### src/core/dsr_pkg.sv
`default_nettype none

package dsr_pkg;

   localparam int RES_BITS       = 12;
   localparam int FALL_LAST_BIT  = 13;
   localparam int FALL_END       = 32;
   localparam int FALL_PD_LO     = 2;
   localparam int FALL_PD_HI     = 10;
   localparam int FALL_SWAP      = 16;
   localparam int CNT_W          = 6;
   localparam int SYNC_STAGES    = 3;
   localparam int FIFO_DEPTH     = 8;

   typedef enum logic [1:0] {
      DSR_PWR_NORMAL  = 2'b01,
      DSR_PWR_PARTIAL = 2'b10
   } dsr_pwr_t;

   typedef struct packed {
      logic [RES_BITS-1:0] res_a;
      logic [RES_BITS-1:0] res_b;
   } dsr_pair_t;

   typedef struct packed {
      logic data_a;
      logic data_a_oe;
      logic data_b;
      logic data_b_oe;
   } dsr_line_t;

endpackage

`default_nettype wire

### src/core/dsr_readout.sv
`default_nettype none

// ----------------------------------------------------------------
// Result FIFO
// ----------------------------------------------------------------
module dsr_fifo #(
   parameter int WIDTH = 24,
   parameter int DEPTH = 8
) (
   input  wire logic             clk_sys_i,
   input  wire logic             rst_i,
   input  wire logic             in_valid_i,
   output logic                  in_ready_o,
   input  wire logic [WIDTH-1:0] in_data_i,
   output logic                  out_valid_o,
   input  wire logic             out_ready_i,
   output logic      [WIDTH-1:0] out_data_o
);
   localparam int AW = $clog2(DEPTH);

   if (DEPTH < 2 || (1 << AW) != DEPTH) begin : g_bad_depth
      $error("DEPTH must be a power of two");
   end

   logic [WIDTH-1:0] mem [DEPTH];
   logic [AW:0]      wr_ptr;
   logic [AW:0]      rd_ptr;
   logic             do_wr;
   logic             do_rd;

   assign in_ready_o  = (wr_ptr - rd_ptr) != (AW+1)'(DEPTH);
   assign out_valid_o = wr_ptr != rd_ptr;
   assign do_wr       = in_valid_i && in_ready_o;
   assign do_rd       = out_valid_o && out_ready_i;
   assign out_data_o  = mem[rd_ptr[AW-1:0]];

   always_ff @(posedge clk_sys_i) begin
      if (do_wr) begin
         mem[wr_ptr[AW-1:0]] <= in_data_i;
      end
   end

   always_ff @(posedge clk_sys_i) begin
      if (rst_i) begin
         wr_ptr <= '0;
         rd_ptr <= '0;
      end else begin
         if (do_wr) begin
            wr_ptr <= wr_ptr + 1'b1;
         end
         if (do_rd) begin
            rd_ptr <= rd_ptr + 1'b1;
         end
      end
   end
endmodule // dsr_fifo

// ----------------------------------------------------------------
// Pin synchroniser
// ----------------------------------------------------------------
module dsr_sync #(
   parameter int   STAGES = 3,
   parameter logic IDLE   = 1'b0
) (
   input  wire logic clk_sys_i,
   input  wire logic rst_i,
   input  wire logic pin_i,
   output logic      level_o,
   output logic      fall_o,
   output logic      rise_o
);
   if (STAGES < 3) begin : g_bad_stages
      $error("STAGES must be at least three");
   end

   logic [STAGES-1:0] sync;
   logic              agree;

   assign agree  = sync[STAGES-2] == sync[STAGES-1];
   assign fall_o = level_o && agree && !sync[STAGES-1];
   assign rise_o = !level_o && agree && sync[STAGES-1];

   // Shift the pin through the chain
   always_ff @(posedge clk_sys_i) begin
      if (rst_i) begin
         sync <= {STAGES{IDLE}};
      end else begin
         sync <= {sync[STAGES-2:0], pin_i};
      end
   end

   // Accept a new level once the last two stages agree
   always_ff @(posedge clk_sys_i) begin
      if (rst_i) begin
         level_o <= IDLE;
      end else if (agree) begin
         level_o <= sync[STAGES-1];
      end
   end
endmodule // dsr_sync

// ----------------------------------------------------------------
// Data line shifter
// ----------------------------------------------------------------
module dsr_shift #(
   parameter int RES_BITS = 12,
   parameter int GAP_BITS = 4
) (
   input  wire logic                clk_sys_i,
   input  wire logic                rst_i,
   input  wire logic                load_i,
   input  wire logic                step_i,
   input  wire logic [RES_BITS-1:0] first_i,
   input  wire logic [RES_BITS-1:0] second_i,
   output logic                     bit_o
);
   localparam int LEN = 2 * RES_BITS + GAP_BITS + 2;

   if (RES_BITS < 1 || GAP_BITS < 1) begin : g_bad_shift
      $error("Shifter widths out of range");
   end

   logic [LEN-1:0] image;

   assign bit_o = image[LEN-1];

   // Frame image: two leading zeros, first result, gap, second result
   always_ff @(posedge clk_sys_i) begin
      if (rst_i) begin
         image <= '0;
      end else if (load_i) begin
         image <= {2'b00, first_i, {GAP_BITS{1'b0}}, second_i};
      end else if (step_i) begin
         image <= {image[LEN-2:0], 1'b0};
      end
   end
endmodule // dsr_shift

// ----------------------------------------------------------------
// Serial readout
// ----------------------------------------------------------------
module dsr_readout #(
   parameter int DEPTH = dsr_pkg::FIFO_DEPTH
) (
   input  wire logic               clk_sys_i,
   input  wire logic               rst_i,
   input  wire logic               sel_n_i,
   input  wire logic               sclk_i,
   input  wire dsr_pkg::dsr_pair_t conv_i,
   input  wire logic               conv_valid_i,
   output logic                    conv_ready_o,
   output dsr_pkg::dsr_line_t      line_o,
   output logic                    hold_o,
   output dsr_pkg::dsr_pwr_t       pwr_o
);
   import dsr_pkg::*;

   logic                   clk_fall_pin;
   logic                   clk_rise_pin;
   logic                   bit_a;
   logic                   bit_b;
   dsr_pair_t              frame;
   logic                   sel_fall;
   logic                   sel_rise;
   logic                   clk_fall;
   logic                   clk_rise;
   logic [CNT_W-1:0]       falls;
   logic                   active;
   dsr_pair_t              held;
   logic                   fifo_valid;
   logic                   take;
   dsr_pair_t              fifo_data;

   if (DEPTH < 2) begin : g_bad_depth
      $error("DEPTH must be at least two");
   end

   if ((1 << CNT_W) <= FALL_END) begin : g_bad_cnt
      $error("CNT_W too narrow for the frame length");
   end

   // ----------------------------------------------------------------
   // Pin sampling
   // ----------------------------------------------------------------
   dsr_sync #(
      .STAGES (SYNC_STAGES),
      .IDLE   (1'b1)
   ) u_sync_sel (
      .clk_sys_i (clk_sys_i),
      .rst_i     (rst_i),
      .pin_i     (sel_n_i),
      .level_o   (),
      .fall_o    (sel_fall),
      .rise_o    (sel_rise)
   );

   // Serial clock idles high, so its chain starts high
   dsr_sync #(
      .STAGES (SYNC_STAGES),
      .IDLE   (1'b1)
   ) u_sync_clk (
      .clk_sys_i (clk_sys_i),
      .rst_i     (rst_i),
      .pin_i     (sclk_i),
      .level_o   (),
      .fall_o    (clk_fall_pin),
      .rise_o    (clk_rise_pin)
   );

   assign clk_fall = clk_fall_pin && active;
   assign clk_rise = clk_rise_pin && active;

   // ----------------------------------------------------------------
   // Converter results
   // ----------------------------------------------------------------
   dsr_fifo #(
      .WIDTH (2*RES_BITS),
      .DEPTH (DEPTH)
   ) u_fifo (
      .clk_sys_i   (clk_sys_i),
      .rst_i       (rst_i),
      .in_valid_i  (conv_valid_i),
      .in_ready_o  (conv_ready_o),
      .in_data_i   (conv_i),
      .out_valid_o (fifo_valid),
      .out_ready_i (take),
      .out_data_o  (fifo_data)
   );

   assign take = sel_fall && fifo_valid;

   // A fresh result wins; with the FIFO empty the last pair goes again
   assign frame = fifo_valid ? fifo_data : held;

   // ----------------------------------------------------------------
   // Frame sequencing
   // ----------------------------------------------------------------
   always_ff @(posedge clk_sys_i) begin
      if (rst_i) begin
         active <= 1'b0;
         falls  <= '0;
         held   <= '0;
      end else if (sel_fall) begin
         active <= 1'b1;
         falls  <= '0;
         if (fifo_valid) begin
            held <= fifo_data;
         end
      end else if (sel_rise) begin
         active <= 1'b0;
      end else if (clk_fall && falls != CNT_W'(FALL_END)) begin
         falls <= falls + 1'b1;
      end
   end

   // Track-and-hold: hold from select fall until rise after 13 falls
   always_ff @(posedge clk_sys_i) begin
      if (rst_i) begin
         hold_o <= 1'b0;
      end else if (sel_fall) begin
         hold_o <= 1'b1;
      end else if (sel_rise) begin
         hold_o <= 1'b0;
      end else if (clk_rise && falls >= CNT_W'(FALL_LAST_BIT)) begin
         hold_o <= 1'b0;
      end
   end

   // Power-down on abort inside the early window
   always_ff @(posedge clk_sys_i) begin
      if (rst_i) begin
         pwr_o <= DSR_PWR_NORMAL;
      end else if (sel_rise) begin
         if (falls >= CNT_W'(FALL_PD_LO) && falls < CNT_W'(FALL_PD_HI)) begin
            pwr_o <= DSR_PWR_PARTIAL;
         end
      end else if (sel_fall) begin
         pwr_o <= DSR_PWR_NORMAL;
      end
   end

   // ----------------------------------------------------------------
   // Data lines
   // ----------------------------------------------------------------
   // Frame image: zero, zero, result, zero, zero, zero, zero, other result
   dsr_shift #(
      .RES_BITS (RES_BITS)
   ) u_shift_a (
      .clk_sys_i (clk_sys_i),
      .rst_i     (rst_i),
      .load_i    (sel_fall),
      .step_i    (clk_fall),
      .first_i   (frame.res_a),
      .second_i  (frame.res_b),
      .bit_o     (bit_a)
   );

   dsr_shift #(
      .RES_BITS (RES_BITS)
   ) u_shift_b (
      .clk_sys_i (clk_sys_i),
      .rst_i     (rst_i),
      .load_i    (sel_fall),
      .step_i    (clk_fall),
      .first_i   (frame.res_b),
      .second_i  (frame.res_a),
      .bit_o     (bit_b)
   );

   always_ff @(posedge clk_sys_i) begin
      if (rst_i) begin
         line_o <= '0;
      end else begin
         line_o.data_a    <= sel_fall ? 1'b0 : bit_a;
         line_o.data_b    <= sel_fall ? 1'b0 : bit_b;
         line_o.data_a_oe <= sel_fall || (active && !sel_rise && falls != CNT_W'(FALL_END));
         line_o.data_b_oe <= sel_fall || (active && !sel_rise && falls != CNT_W'(FALL_END));
      end
   end
endmodule // dsr_readout

`default_nettype wire

### config.mk
export PLATFORM = sky130hd
export DESIGN_NAME = dsr_readout
export DESIGN_NICKNAME = d
export VERILOG_FILES = /design/src/core/dsr_pkg.sv /design/src/core/dsr_readout.sv
export SDC_FILE = /design/constraint.sdc
export NUM_CORES = 1
export LEC_CHECK = 0
export ABC_AREA = 1
export CAP_MARGIN = 20
export CORE_MARGIN = 2
export CORE_UTILIZATION = 45
export CTS_CLUSTER_SIZE = 30
export DETAILED_ROUTE_END_ITERATION = 7
export DONT_BUFFER_PORTS = 1
export PLACE_DENSITY_LB_ADDON = 0.15
export SLEW_MARGIN = 20
export SYNTH_ARGS = -nofsm -noshare
export SYNTH_HDL_FRONTEND = slang
export SYNTH_SLANG_ARGS = --single-unit
### constraint.sdc
create_clock -name clk_sys_i -period 3.9 [get_ports clk_sys_i]
set_input_delay 0.195 -clock clk_sys_i [delete_from_list [all_inputs] [get_ports clk_sys_i]]
set_output_delay 0.195 -clock clk_sys_i [all_outputs]
set_load 0.02 [all_outputs]
==> results by stage, run 1 <==
Floorplanning:
- In this run the standard cell core region covers 27900 um2.
- The I/O pin total is 37.
- The floorplan step defined a die boundary enclosing 29700 um2.
- For this configuration, the core starts out at a cell density of 45.8%.
- The die outline width is 172 um.
- The floorplan has 61 rows.
- The die height is 172 um.

Worst setup path:
- Data arrives at the worst endpoint at 2850 ps.
- The startpoint type of the worst setup path is a flop.
- The standard cell with the maximum stage delay on the critical path is sky130_fd_sc_hd__dfxtp_1.
- The worst register-to-register path begins at u_fifo.wr_ptr[2].
- The cell repeated most along the worst path is sky130_fd_sc_hd__nand2_1.
- The critical path buffer and inverter count is 1.
- The number of cells on the worst reg-to-reg path is 9.
- The top fanout value on the critical path is 24.
- The endpoint identified for the worst register-to-register timing path is u_fifo.mem[6][5].
- The category of the critical setup timing path is flop to flop.
- For this run, the slowest stage of the critical path takes 450 ps.
- The internal reg-to-reg setup slack is 1220 ps.
- On the critical path the largest part of the delay comes from simple AND/OR/NAND/NOR gates.
- Walking the worst path, the cells encountered are ha_1 -> a21oi_1 -> nand2_1 -> nand2_1 -> nand2_1 -> nand2_1 -> nand3_1 -> nor3_2 -> buf_4.
- STA puts the critical path data required time at 4070 ps.
- The worst setup path is captured at a flop.

Logic synthesis:
- In this run the biggest area consumer among cell types represents 45.2% of the synthesized area.
- Averaged over all synthesized cells, the footprint is 9.68 um2.
- The number of nets handed over by synthesis was 1355.
- The total standard cell area after synthesis is 12700 um2.
- sky130_fd_sc_hd__nand2_1 is the most common cell in the netlist.
- The largest area contributor in the synthesized netlist is sky130_fd_sc_hd__edfxtp_1.
- Synthesis inferred 308 register bits.
- The number of flops mapped to enable cells by yosys is 192.
- After synthesis, the cell types taking the most area are sky130_fd_sc_hd__edfxtp_1 (45%), sky130_fd_sc_hd__dfxtp_1 (18%), sky130_fd_sc_hd__nand2_1 (7.4%), sky130_fd_sc_hd__nor2_1 (6.2%), sky130_fd_sc_hd__nand3_1 (4.7%).
- The count of warnings emitted by yosys is 0.
- The netlist uses 33 different library cells.
- The prevailing post-synth register cell is sky130_fd_sc_hd__edfxtp_1.
- The cell count after synthesis came out at 1317.
- Ranked by instance count, the synthesized netlist is headed by sky130_fd_sc_hd__nand2_1 (251), sky130_fd_sc_hd__nor2_1 (209), sky130_fd_sc_hd__edfxtp_1 (192).
- After synthesis, the share of flip-flops with an asynchronous set or reset is 0%.
- Summing the sequential cell areas from Yosys gives 63.4% of the chip area.

Cells and area:
- The post-route netlist has 9.18% of its cells at a drive strength greater than 1.
- At the end of the flow the core is filled with cells to 51.9%.
- The number of filler cells placed in the layout is 2488.
- The storage element area is 8090 um2.
- The final standard cell count with taps included and fillers excluded is 1739.
- Compared with the post-synthesis result, the final layout area differs by 13.5%.
- The total inserted antenna cells is 0.
- The net count of the finished layout is 1373.
- The multi-input combinational cells in the finished layout cover a total of 3870 um2.

GRT:
- The via count of the first global-routing pass is 8453.
- After global routing, the most crowded layer is met2.
- Global routing used 33.2% of the available met2 tracks.
- In the global route stage, met1 resource usage came out at 24.6%.
- The wire length of the first global-routing pass is 44.2 mm.
- The pin count of the biggest net entering global routing is 97.
- The all-layer global routing usage is 19.1%.
- For this run the aggregate overflow at the end of global routing stands at 0.
- The number of antenna violations at the first check in global routing is 0.
- For met3 alone, demand over resource in global routing was 3.39%.

Drt:
- The number of detailed-route iterations in the first pass is 5.
- The DRC marker count from the first detailed-route iteration is 534.
- Once detail routing completed, the nets flagged for antenna violations numbered 0.
- The routed wire length per instance is 15.8 um.
- Dividing the detail-routed via count by the number of cells gives 5.03.
- The count of unresolved DRC violations after routing is 0.
- The count of vias placed by the detailed router is 8751.
- The wire length reported by the detailed router is 27.5 mm.

Worst hold path:
- The startpoint identified for the worst hold timing path is rst_i.
- The endpoint of the worst hold path is u_shift_a.image[25].
- The worst hold path was traced through 3 stages.
- The min-delay analysis places its worst path in the category input pin to flop.

Timing:
- The shortest clock period the worst path allows after layout is 2680 ps.
- At the pin with the least slew margin, the transition time is 1080 ps.
- Static timing analysis puts the maximum clock frequency at 373 MHz.
- After routing, the total negative slack on setup checks comes to 0 ps.
- The worst-case headroom to the max-slew limit is 28.0%.
- Setup repair after global routing left no endpoint under its margin.
- The portion of the clock cycle consumed by the worst path in the final layout is 68.8%.
- The count of endpoints failing hold in the final timing report came to 0.
- On the final layout, the worst clock skew is 19.7 ps.
- The count of final max-slew check failures is 0.
- Setup violations remaining at the end of the flow were counted as 0.

Placed design:
- The placer's final routability congestion estimate is 0.770.
- The number of placed instances with taps included is 1645.
- The count of buffers from port buffering is 0.
- Summed over all nets, the half-perimeter wirelength after detailed placement is 15.3 mm.

Power and ir drop:
- The leakage power total is 5.67 nW.
- For this design the ratio of total power to cell area is 485 nW/um2.
- The post-layout total power is 7.02 mW.
- The peak supply drop is 0.000368 V.

Clock network:
- The later pin in the worst-skew pair is clocked with a latency of 520 ps.
- Counting along the longest clock path gives a buffer depth of 3.
- The number of sinks driven by the clock tree is 308.
- The CTS tree is done.
- After clock tree synthesis, the clock-pin slew on the worst setup and hold paths is 60 ps.
- The CTS root buffer is sky130_fd_sc_hd__clkbuf_16.
- The depth of the CTS H-tree is 2.
- Once the clock tree was built, the resizer swapped 0 gates to a different size.
- TritonCTS created 36 clock buffers.

Outcome:
- The run finished with clean final reports.

Flow run:
- The number of violations of the max-capacitance limit is 0.
logic make-up (layout without fill, tap and decap cells):
kind of cell	after synthesis	in the layout	synth area share, %
AO/OA/AOI/OAI	190	190	7.50
XOR/XNOR	5	5	0.344
AND/OR/NAND/NOR	623	623	21.5
buffers and inverters	182	226	6.35
adder cells (fa/ha/maj)	9	9	0.883
flip-flops	308	308	63.4
layer usage:
metal	routed length, um	vias to the layer above
li1	-	4403
met3	1220	47
met4	504	0
met2	13300	178
met5	0	-
met1	12500	4123
timing repair:
action                                 in CTS  in global routing
endpoints found under the hold margin     243                  0
setup buffers                               0                  0
hold buffers                               30                  0
sequential cells by signal, summed over array words and instances (netlist names), named ones only:
| register | count |
|---|---|
| u_sync_sel.level_o | 1 |
| active | 1 |
| u_sync_sel.sync | 3 |
| u_sync_clk.level_o | 1 |
| pwr_o | 2 |
| u_fifo.wr_ptr | 4 |
| held | 24 |
| u_shift_b.image | 30 |
| u_shift_a.image | 30 |
| line_o | 3 |
| u_sync_clk.sync | 3 |
| u_fifo.rd_ptr | 4 |
| hold_o | 1 |
| falls | 6 |
| u_fifo.mem | 192 |
power breakdown:
part	leakage (nW)	internal, mW	total (mW)	switching, mW
Combinational	2.41	0.0645	0.211	0.146
Clock	0.578	1.98	3.27	1.29
Sequential	2.68	3.52	3.53	0.0144
Total	5.67	5.57	7.02	1.45
placed cells by master (no fill, tap or decap), drive strengths merged:
cell type and instances:
nor3 2, inv 115, o21ai 88, dfxtp 116, or2 6, clkbuf 42, nand3 145, edfxtp 192
nand4 1, nand2 255, nor2 214, clkinv 21, ha 9, o211ai 2, dlygate4sd3 29, buf 15
a21oi 100, bufinv 4, xor2 5
worst register-to-register path, cell delays in order (launching register included):
cell and delay [ps]:
sky130_fd_sc_hd__dfxtp_1 450, sky130_fd_sc_hd__ha_1 320, sky130_fd_sc_hd__a21oi_1 190, sky130_fd_sc_hd__nand2_1 70, sky130_fd_sc_hd__nand2_1 60, sky130_fd_sc_hd__nand2_1 50
sky130_fd_sc_hd__nand2_1 310, sky130_fd_sc_hd__nand3_1 310, sky130_fd_sc_hd__nor3_2 180, sky130_fd_sc_hd__buf_4 400
worst max-delay path by stage:
stage                           from                 to  slack (ps)  depth (start not counted)
floorplan           u_fifo.rd_ptr[2]   u_fifo.mem[6][0]         290                          9
global placement    u_fifo.wr_ptr[2]  u_fifo.mem[6][20]        1240                          9
detailed placement  u_fifo.wr_ptr[2]  u_fifo.mem[6][22]        1190                          9
CTS                 u_fifo.wr_ptr[2]  u_fifo.mem[6][22]        1170                          9
global route        u_fifo.rd_ptr[2]  u_fifo.mem[6][21]         980                         10
finish              u_fifo.wr_ptr[2]   u_fifo.mem[6][5]        1220                          9
cell type report:
type	count	share of cell area (%)
clock buffer	42	6.45
sequential	308	55.9
timing repair buffer	44	2.87
multi-input combinational	827	26.8
tap	378	3.27
inverter	118	3.17
clock inverter	22	1.55
stage by stage:
| stage | hold WS [ps] | worst slack (ps) | instance area (um2) |
|---|---|---|---|
| finish | 279 | 1220 | 14500 |
| global route | 319 | 978 | 14500 |
| CTS | 269 | 1170 | 14500 |
| detailed placement | 280 | 1190 | 13000 |
| global placement | 276 | 1240 | 13000 |
| floorplan | 294 | 294 | 12700 |
Power figures use the tool's default switching activity.
==> run 2: changes to the inputs <==
==> constraint.sdc (replaced) <==
create_clock -name clk_sys_i -period 2.55 [get_ports clk_sys_i]
set_input_delay 0.1275 -clock clk_sys_i [delete_from_list [all_inputs] [get_ports clk_sys_i]]
set_output_delay 0.1275 -clock clk_sys_i [all_outputs]
set_load 0.02 [all_outputs]
==> run 2 against run 1 <==
Against the previous run: first-iteration DRC count up 7.9%; clock-buffer cell count up 7; global-route usage down 0.30 points; die area unchanged; sequential share of layout area down 0.67 points; maximum frequency up 13%; sequential power up 53%; non-clock buffer count up 13; final area up 1.2%; via count down 1.0%; clock skew up 3.7 ps; largest cell class unchanged.
==> results by stage, run 2 (synthesized netlist as in run 1, its figures left out) <==
Cells and area:
- The commonest non-fill, non-tap cell in the layout is sky130_fd_sc_hd__nand2_1.
- Cells with a size suffix above 1 make up 9.50% of the layout.
- Counting the fill cells in the layout gives 2469.
- In the layout the commonest cells are sky130_fd_sc_hd__nand2_1 (250), sky130_fd_sc_hd__nor2_1 (202), sky130_fd_sc_hd__edfxtp_1 (192).
- The final layout net count is 1385.
- Cells fill 52.6% of the core in the end.
- The flip-flop count of the largest register after layout is 192.
- The area growth from synthesis to layout is 14.9%.

Clock network:
- TritonCTS built the clock tree.
- At the later pin of the worst-skew pair, clock insertion delay measures 510 ps.
- In this run the deepest clock path goes through 3 buffers.
- Clock tree synthesis inserted a total of 35 buffers.
- The CTS root buffer is sky130_fd_sc_hd__clkbuf_16.
- The number of sinks driven by the clock tree is 308.
- Clock-pin slew was measured on the worst setup and hold paths at 60 ps.
- Buffers added to address setup during post-CTS repair amount to 0.
- The H-tree generated during clock tree synthesis spans 2 levels.

Worst setup path:
- The worst register-to-register path has a setup slack of 180 ps.
- The reg-to-reg critical path startpoint is u_fifo.rd_ptr[1].
- Along the worst path, the maximum fanout reaches 9.
- The worst register-to-register path has a depth of 11.
- The kind of capture point of the worst setup path is a flop.
- The worst setup path is launched from a flop.
- The capturing point of the worst reg2reg path is held[5].
- The category of the critical setup timing path is flop to flop.
- Data arrives at the worst endpoint at 2830 ps.
- At the worst endpoint, the required time is 3010 ps.

GRT:
- The via count of the first global-routing pass was 8253.
- The all-layer global routing usage is 18.8%.
- The number of antenna violations at the first check in global routing is 3.
- Summed over all layers, the global routing overflow is 0.
- The wire length of the first global-routing pass is 43.8 mm.
- Entering global routing, the biggest net connects 97 pins.

Drt:
- The count of vias placed by the detailed router is 8662.
- The number of detailed-route iterations in the first pass is 7.
- The count of nets left with antenna violations once routing finished came out at 0.
- The routed wire length per instance is 15.5 um.
- The detailed router finished its first iteration with 576 violations.
- After detailed routing, the number of vias per cell comes to 4.95.
- After detailed routing, the number of remaining DRC violations is 0.
- The wire length reported by the detailed router is 27.1 mm.

Worst hold path:
- The hold-critical path depth is 4.
- The worst hold path terminates at u_shift_a.image[4].
- The worst min-delay path startpoint is rst_i.
- The classification of the worst-slack hold path is input pin to flop.

Floorplanning:
- The effective utilization at floorplan is 45.8%.
- The number of cell rows is 61.
- The area inside the core boundary is 27900 um2.
- In this run the vertical extent of the chip is 172 um.
- The area of the die is 29700 um2.
- In this run the horizontal extent of the chip is 172 um.
- 37 I/O pins were placed.

Timing:
- The portion of the clock cycle consumed by the worst path in the final layout is 93.0%.
- Based on the critical path, the design can be clocked at up to 422 MHz.
- The count of endpoints failing hold in the final timing report is 0.
- Clock skew on the completed layout was measured at 23.4 ps.
- The total negative slack for setup checks is 0 ps.
- The shortest clock period the worst path allows after layout is 2370 ps.
- The worst path meets setup with 178 ps of slack.
- The number of setup violations in the final report is 0.
- The transition time of the tightest slew-check pin is 631 ps.
- Headroom to the max-slew limit came out at 57.9%.
- Setup repair after global routing left no endpoint under its margin.
- The count of final max-slew check failures is 0.

Power and ir drop:
- The leakage power total is 5.72 nW.
- The post-layout total power is 10.4 mW.
- The areal power density over the cells is 711 nW/um2.
- VDD sags by at most 0.000481 V.

Flow run:
- Across the run, the number of max-cap violations was 0.

Placed design:
- Routability-driven placement finished with a final weighted congestion of 0.757.
- The detailed-placement wirelength estimate is 15.6 mm.
- The setup slack after placement is 351 ps.
- The count of buffers from port buffering is 0.

Outcome:
- The run finished with clean final reports.
==> run 2: changes by cell type in the layout (fill, tap and decap cells not counted), sizes merged <==
cell,delta
buf,+12
bufinv,-3
clkbuf,+7
clkinv,-9
diode,+2
dlygate4sd3,+1
==> run 2: through the flow <==
stage,area (um2),cells,hold slack (ps)
3_3_place_gp,13300,1657,207
6_report,14600,1749,36.2
4_1_cts,14600,1747,23.9
3_5_place_dp,13300,1657,209
2_1_floorplan,12800,1317,226
5_1_grt,14600,1749,43.7
==> run 2: how the worst max path moves through the flow <==
stage | startpoint | end | slack, ps
floorplan | u_fifo.rd_ptr[2] | u_fifo.mem[1][0] | -240
global placement | u_fifo.rd_ptr[2] | u_fifo.mem[6][15] | 380
detailed placement | u_fifo.wr_ptr[2] | u_fifo.mem[6][17] | 350
CTS | u_fifo.wr_ptr[0] | held[5] | 120
global route | u_fifo.rd_ptr[1] | held[5] | 40
finish | u_fifo.rd_ptr[1] | held[5] | 180
==> run 2: repair_timing <==
item / CTS / global route
setup endpoints to repair: 0 / 1
gates resized for setup: 0 / 1
hold endpoints to repair: 243 / 0
hold buffers: 31 / 0
==> run 2: area by class of cell <==
type                       count  area [um2]  area share, %
sequential                   308        8090           55.3
clock inverter                10        93.8          0.641
multi-input combinational    827        3890           26.5
antenna                        2        5.00         0.0342
inverter                     118         460           3.14
clock buffer                  49         968           6.61
timing repair buffer          57         666           4.55
tap                          378         473           3.23
==> run 2: layer usage <==
layer | vias up | routed length, um | track usage (%)
li1 | 4419 | - | -
met1 | 4027 | 12500 | 25.5
met2 | 170 | 13000 | 31.6
met3 | 44 | 1100 | 2.84
met4 | 2 | 525 | 4.90
met5 | - | 11 | 0
==> run 2: worst max-delay path, cell delays in order (launching register included) <==
cell	delay [ps]
sky130_fd_sc_hd__dfxtp_1	360
sky130_fd_sc_hd__inv_1	70
sky130_fd_sc_hd__ha_1	330
sky130_fd_sc_hd__nand2_1	110
sky130_fd_sc_hd__nor2_1	50
sky130_fd_sc_hd__nand2_2	170
sky130_fd_sc_hd__nand2_8	70
sky130_fd_sc_hd__inv_6	150
sky130_fd_sc_hd__buf_4	170
sky130_fd_sc_hd__nand3_2	140
sky130_fd_sc_hd__a21oi_1	140
sky130_fd_sc_hd__dlygate4sd3_1	550
==> run 2: where the power goes <==
group	internal [mW]	leakage (nW)	switching, mW
combinational	0.116	2.52	0.232
clock	2.75	0.520	1.91
sequential	5.38	2.68	0.0234
==> run 3: changes to the inputs <==
--- a/config.mk
+++ b/config.mk
@@ -6,12 +6,13 @@
 export NUM_CORES = 1
 export LEC_CHECK = 0
 export ABC_AREA = 1
+export ABC_CLOCK_PERIOD_IN_PS = 2550
+export BUFFER_PORTS_ARGS = -buffer_cell sky130_fd_sc_hd__buf_2
 export CAP_MARGIN = 20
 export CORE_MARGIN = 2
 export CORE_UTILIZATION = 45
 export CTS_CLUSTER_SIZE = 30
 export DETAILED_ROUTE_END_ITERATION = 7
-export DONT_BUFFER_PORTS = 1
 export PLACE_DENSITY_LB_ADDON = 0.15
 export SLEW_MARGIN = 20
 export SYNTH_ARGS = -nofsm -noshare
==> run 3 against run 2 <==
Against the previous run: worst hold slack improved by 100 ps; global-route usage increased by 0.28 points; sequential share of layout area shrank 0.52 points; combinational power rose by 5%; critical path type unchanged; largest cell class unchanged; highest routed layer is now met4.
==> results by stage, run 3 (synthesized netlist as in run 1, its figures left out) <==
Placed design:
- The placer's final routability congestion estimate is 0.748.
- During placement, the flow inserted port buffers numbering 36.
- The detailed-placement wirelength estimate is 15.9 mm.

Clock network:
- In this run, post-CTS hold repair placed 27 buffers.
- In this run, CTS created clock tree buffers numbering 35.
- The count of instances resized after the clock tree is built is 0.
- After clock tree synthesis, the clock-pin slew on the worst setup and hold paths is 60 ps.
- TritonCTS built the clock tree.
- The number of setup buffers added after CTS is 0.
- The maximum buffer depth of the clock tree is 3.
- The CTS root buffer is sky130_fd_sc_hd__clkbuf_16.
- The clock reaches the later pin of the worst-skew pair after 520 ps.
- The depth of the CTS H-tree is 2.
- The clock net in this run drives a total of 308 sinks.

Worst setup path:
- The startpoint type of the worst setup path is a flop.
- The arrival time of the worst setup path is 2450 ps.
- STA puts the critical path data required time at 2760 ps.
- STA classifies the critical path endpoint as a flop.
- The reg-to-reg critical path startpoint is u_fifo.rd_ptr[2].
- The worst register-to-register path has a depth of 10.
- The top fanout value on the critical path is 24.
- In this run the critical register-to-register path is captured at u_fifo.mem[6][21].
- The internal reg-to-reg setup slack is 310 ps.
- The category of the critical setup timing path is flop to flop.

Cells and area:
- The final layout net count is 1418.
- The total inserted antenna cells is 0.
- The number of filler cells placed in the layout is 2513.
- The flip-flop count of the largest register after layout is 192.
- The library cell used most frequently in the layout, excluding fill and tap cells, is sky130_fd_sc_hd__nand2_1.
- The utilization after layout is 53.1%.
- The top cell types in the final layout, fill and taps aside, are sky130_fd_sc_hd__nand2_1 (250), sky130_fd_sc_hd__nor2_1 (202), sky130_fd_sc_hd__edfxtp_1 (192).
- The fraction of final layout cells with drive strength greater than 1 is 12.0%.
- From synthesis to final layout, the design area changed by 16.0%.

Flow run:
- Max-cap violations in this run came to 0.

Timing:
- The count of endpoints failing hold in the final timing report is 0.
- Setup repair after global routing left no endpoint under its margin.
- Setup violations remaining at the end of the flow were counted as 0.
- The maximum clock frequency is 446 MHz.
- Clock skew on the completed layout was measured at 21.5 ps.
- The worst-case headroom to the max-slew limit is 60.1%.
- The count of final max-slew check failures is 0.
- The shortest clock period the worst path allows after layout is 2240 ps.
- The transition time of the tightest slew-check pin is 598 ps.
- Setup total negative slack on the finished layout was measured at 0 ps.
- The portion of the clock cycle consumed by the worst path in the final layout is 87.9%.

Floorplanning:
- The die height is 172 um.
- During I/O placement, the number of pins put on the boundary was 37.
- The die covers 29700 um2.
- For this configuration, the core starts out at a cell density of 45.8%.
- The core region is 27900 um2.
- The number of cell rows is 61.
- From left edge to right edge, the die measures 172 um.

Drt:
- The count of unresolved DRC violations after routing is 0.
- Once detail routing completed, the nets flagged for antenna violations numbered 0.
- The first TritonRoute pass finished after 5 iterations.
- The DRC marker count from the first detailed-route iteration is 681.
- The routed design has 27.3 mm of wire.
- In the routed layout, each cell is associated on average with a via count of 5.01.
- The routed layout has 8931 vias.
- After detailed routing, the average wire length per cell comes to 15.3 um.

GRT:
- Entering global routing, the biggest net connects 97 pins.
- The first global-routing pass estimated 43.8 mm of wire.
- The total overflow left after global routing is 0.
- The number of antenna violations at the first check in global routing is 0.
- The all-layer global routing usage is 19.1%.
- The via count of the first global-routing pass was 8344.

Power and ir drop:
- The leakage power total is 5.85 nW.
- IR analysis of the VDD net gives a maximum drop of 0.000506 V.
- The areal power density over the cells is 708 nW/um2.

Worst hold path:
- The worst hold path terminates at held[9].
- The classification of the worst-slack hold path is input pin to flop.
- The hold-critical path depth is 2.
- The worst min-delay path startpoint is rst_i.

Outcome:
- The run finished with clean final reports.
## run 3: cell types whose count changed in the layout (fill, tap and decap cells not counted), moves of 2 or more
cell,change
sky130_fd_sc_hd__clkinv_1,+4
sky130_fd_sc_hd__buf_2,+36
sky130_fd_sc_hd__diode_2,-2
sky130_fd_sc_hd__clkbuf_8,-3
sky130_fd_sc_hd__dlygate4sd3_1,-3
sky130_fd_sc_hd__clkbuf_1,-4
sky130_fd_sc_hd__clkinvlp_4,+2
sky130_fd_sc_hd__clkinv_2,+2
## run 3: worst max path at each step
stage | from | to | slack, ps | cells after the start
global route | u_fifo.rd_ptr[2] | u_fifo.mem[6][21] | 90 | 10
global placement | u_fifo.wr_ptr[2] | u_fifo.mem[6][19] | 350 | 9
CTS | u_fifo.rd_ptr[2] | u_fifo.mem[6][6] | 310 | 10
floorplan | u_fifo.rd_ptr[2] | u_fifo.mem[1][0] | -240 | 9
detailed placement | u_fifo.rd_ptr[2] | u_fifo.mem[6][20] | 310 | 10
finish | u_fifo.rd_ptr[2] | u_fifo.mem[6][21] | 310 | 10
## run 3: area by class of cell
type / instances / area (um2) / area share [%]
tap: 378 / 473 / 3.20
sequential: 308 / 8090 / 54.7
inverter: 118 / 458 / 3.10
multi-input combinational: 827 / 3890 / 26.3
clock inverter: 19 / 135 / 0.914
clock buffer: 43 / 937 / 6.34
timing repair buffer: 90 / 803 / 5.43
## run 3: power breakdown
group          switching (mW)  total (mW)  internal [mW]
Combinational           0.239       0.364          0.124
Clock                    1.98        4.70           2.72
Sequential             0.0220        5.40           5.38
## run 3: metal layers
layer  GRT usage, %  up-vias  part of all wire, %
li1               -     4497                    -
met1           26.2     4202                   46
met2           31.7      187                   47
met3           2.77       45                  4.8
met4           5.41        0                  1.9
met5              0        -                    0
## run 3: critical path, cell delays in order, from the launching register on
cell,delay [ps]
sky130_fd_sc_hd__dfxtp_1,360
sky130_fd_sc_hd__inv_1,80
sky130_fd_sc_hd__ha_1,340
sky130_fd_sc_hd__a21oi_1,180
sky130_fd_sc_hd__nand2_1,70
sky130_fd_sc_hd__nand2_1,60
sky130_fd_sc_hd__nand2_1,50
sky130_fd_sc_hd__nand2_2,130
sky130_fd_sc_hd__nand3_2,180
sky130_fd_sc_hd__nor3_4,240
sky130_fd_sc_hd__buf_12,230
## run 3: stage by stage
stage / total power [mW] / hold slack, ps / worst slack (ps) / cell area [um2] / instances
2_1_floorplan: 5.69 / 226 / -235 / 12800 / 1317
3_3_place_gp: 5.84 / 315 / 355 / 13400 / 1694
3_5_place_dp: 5.85 / 315 / 310 / 13400 / 1694
4_1_cts: 10.6 / 122 / 306 / 14800 / 1783
5_1_grt: 10.8 / 155 / 85.6 / 14800 / 1783
6_report: 10.5 / 138 / 310 / 14800 / 1783
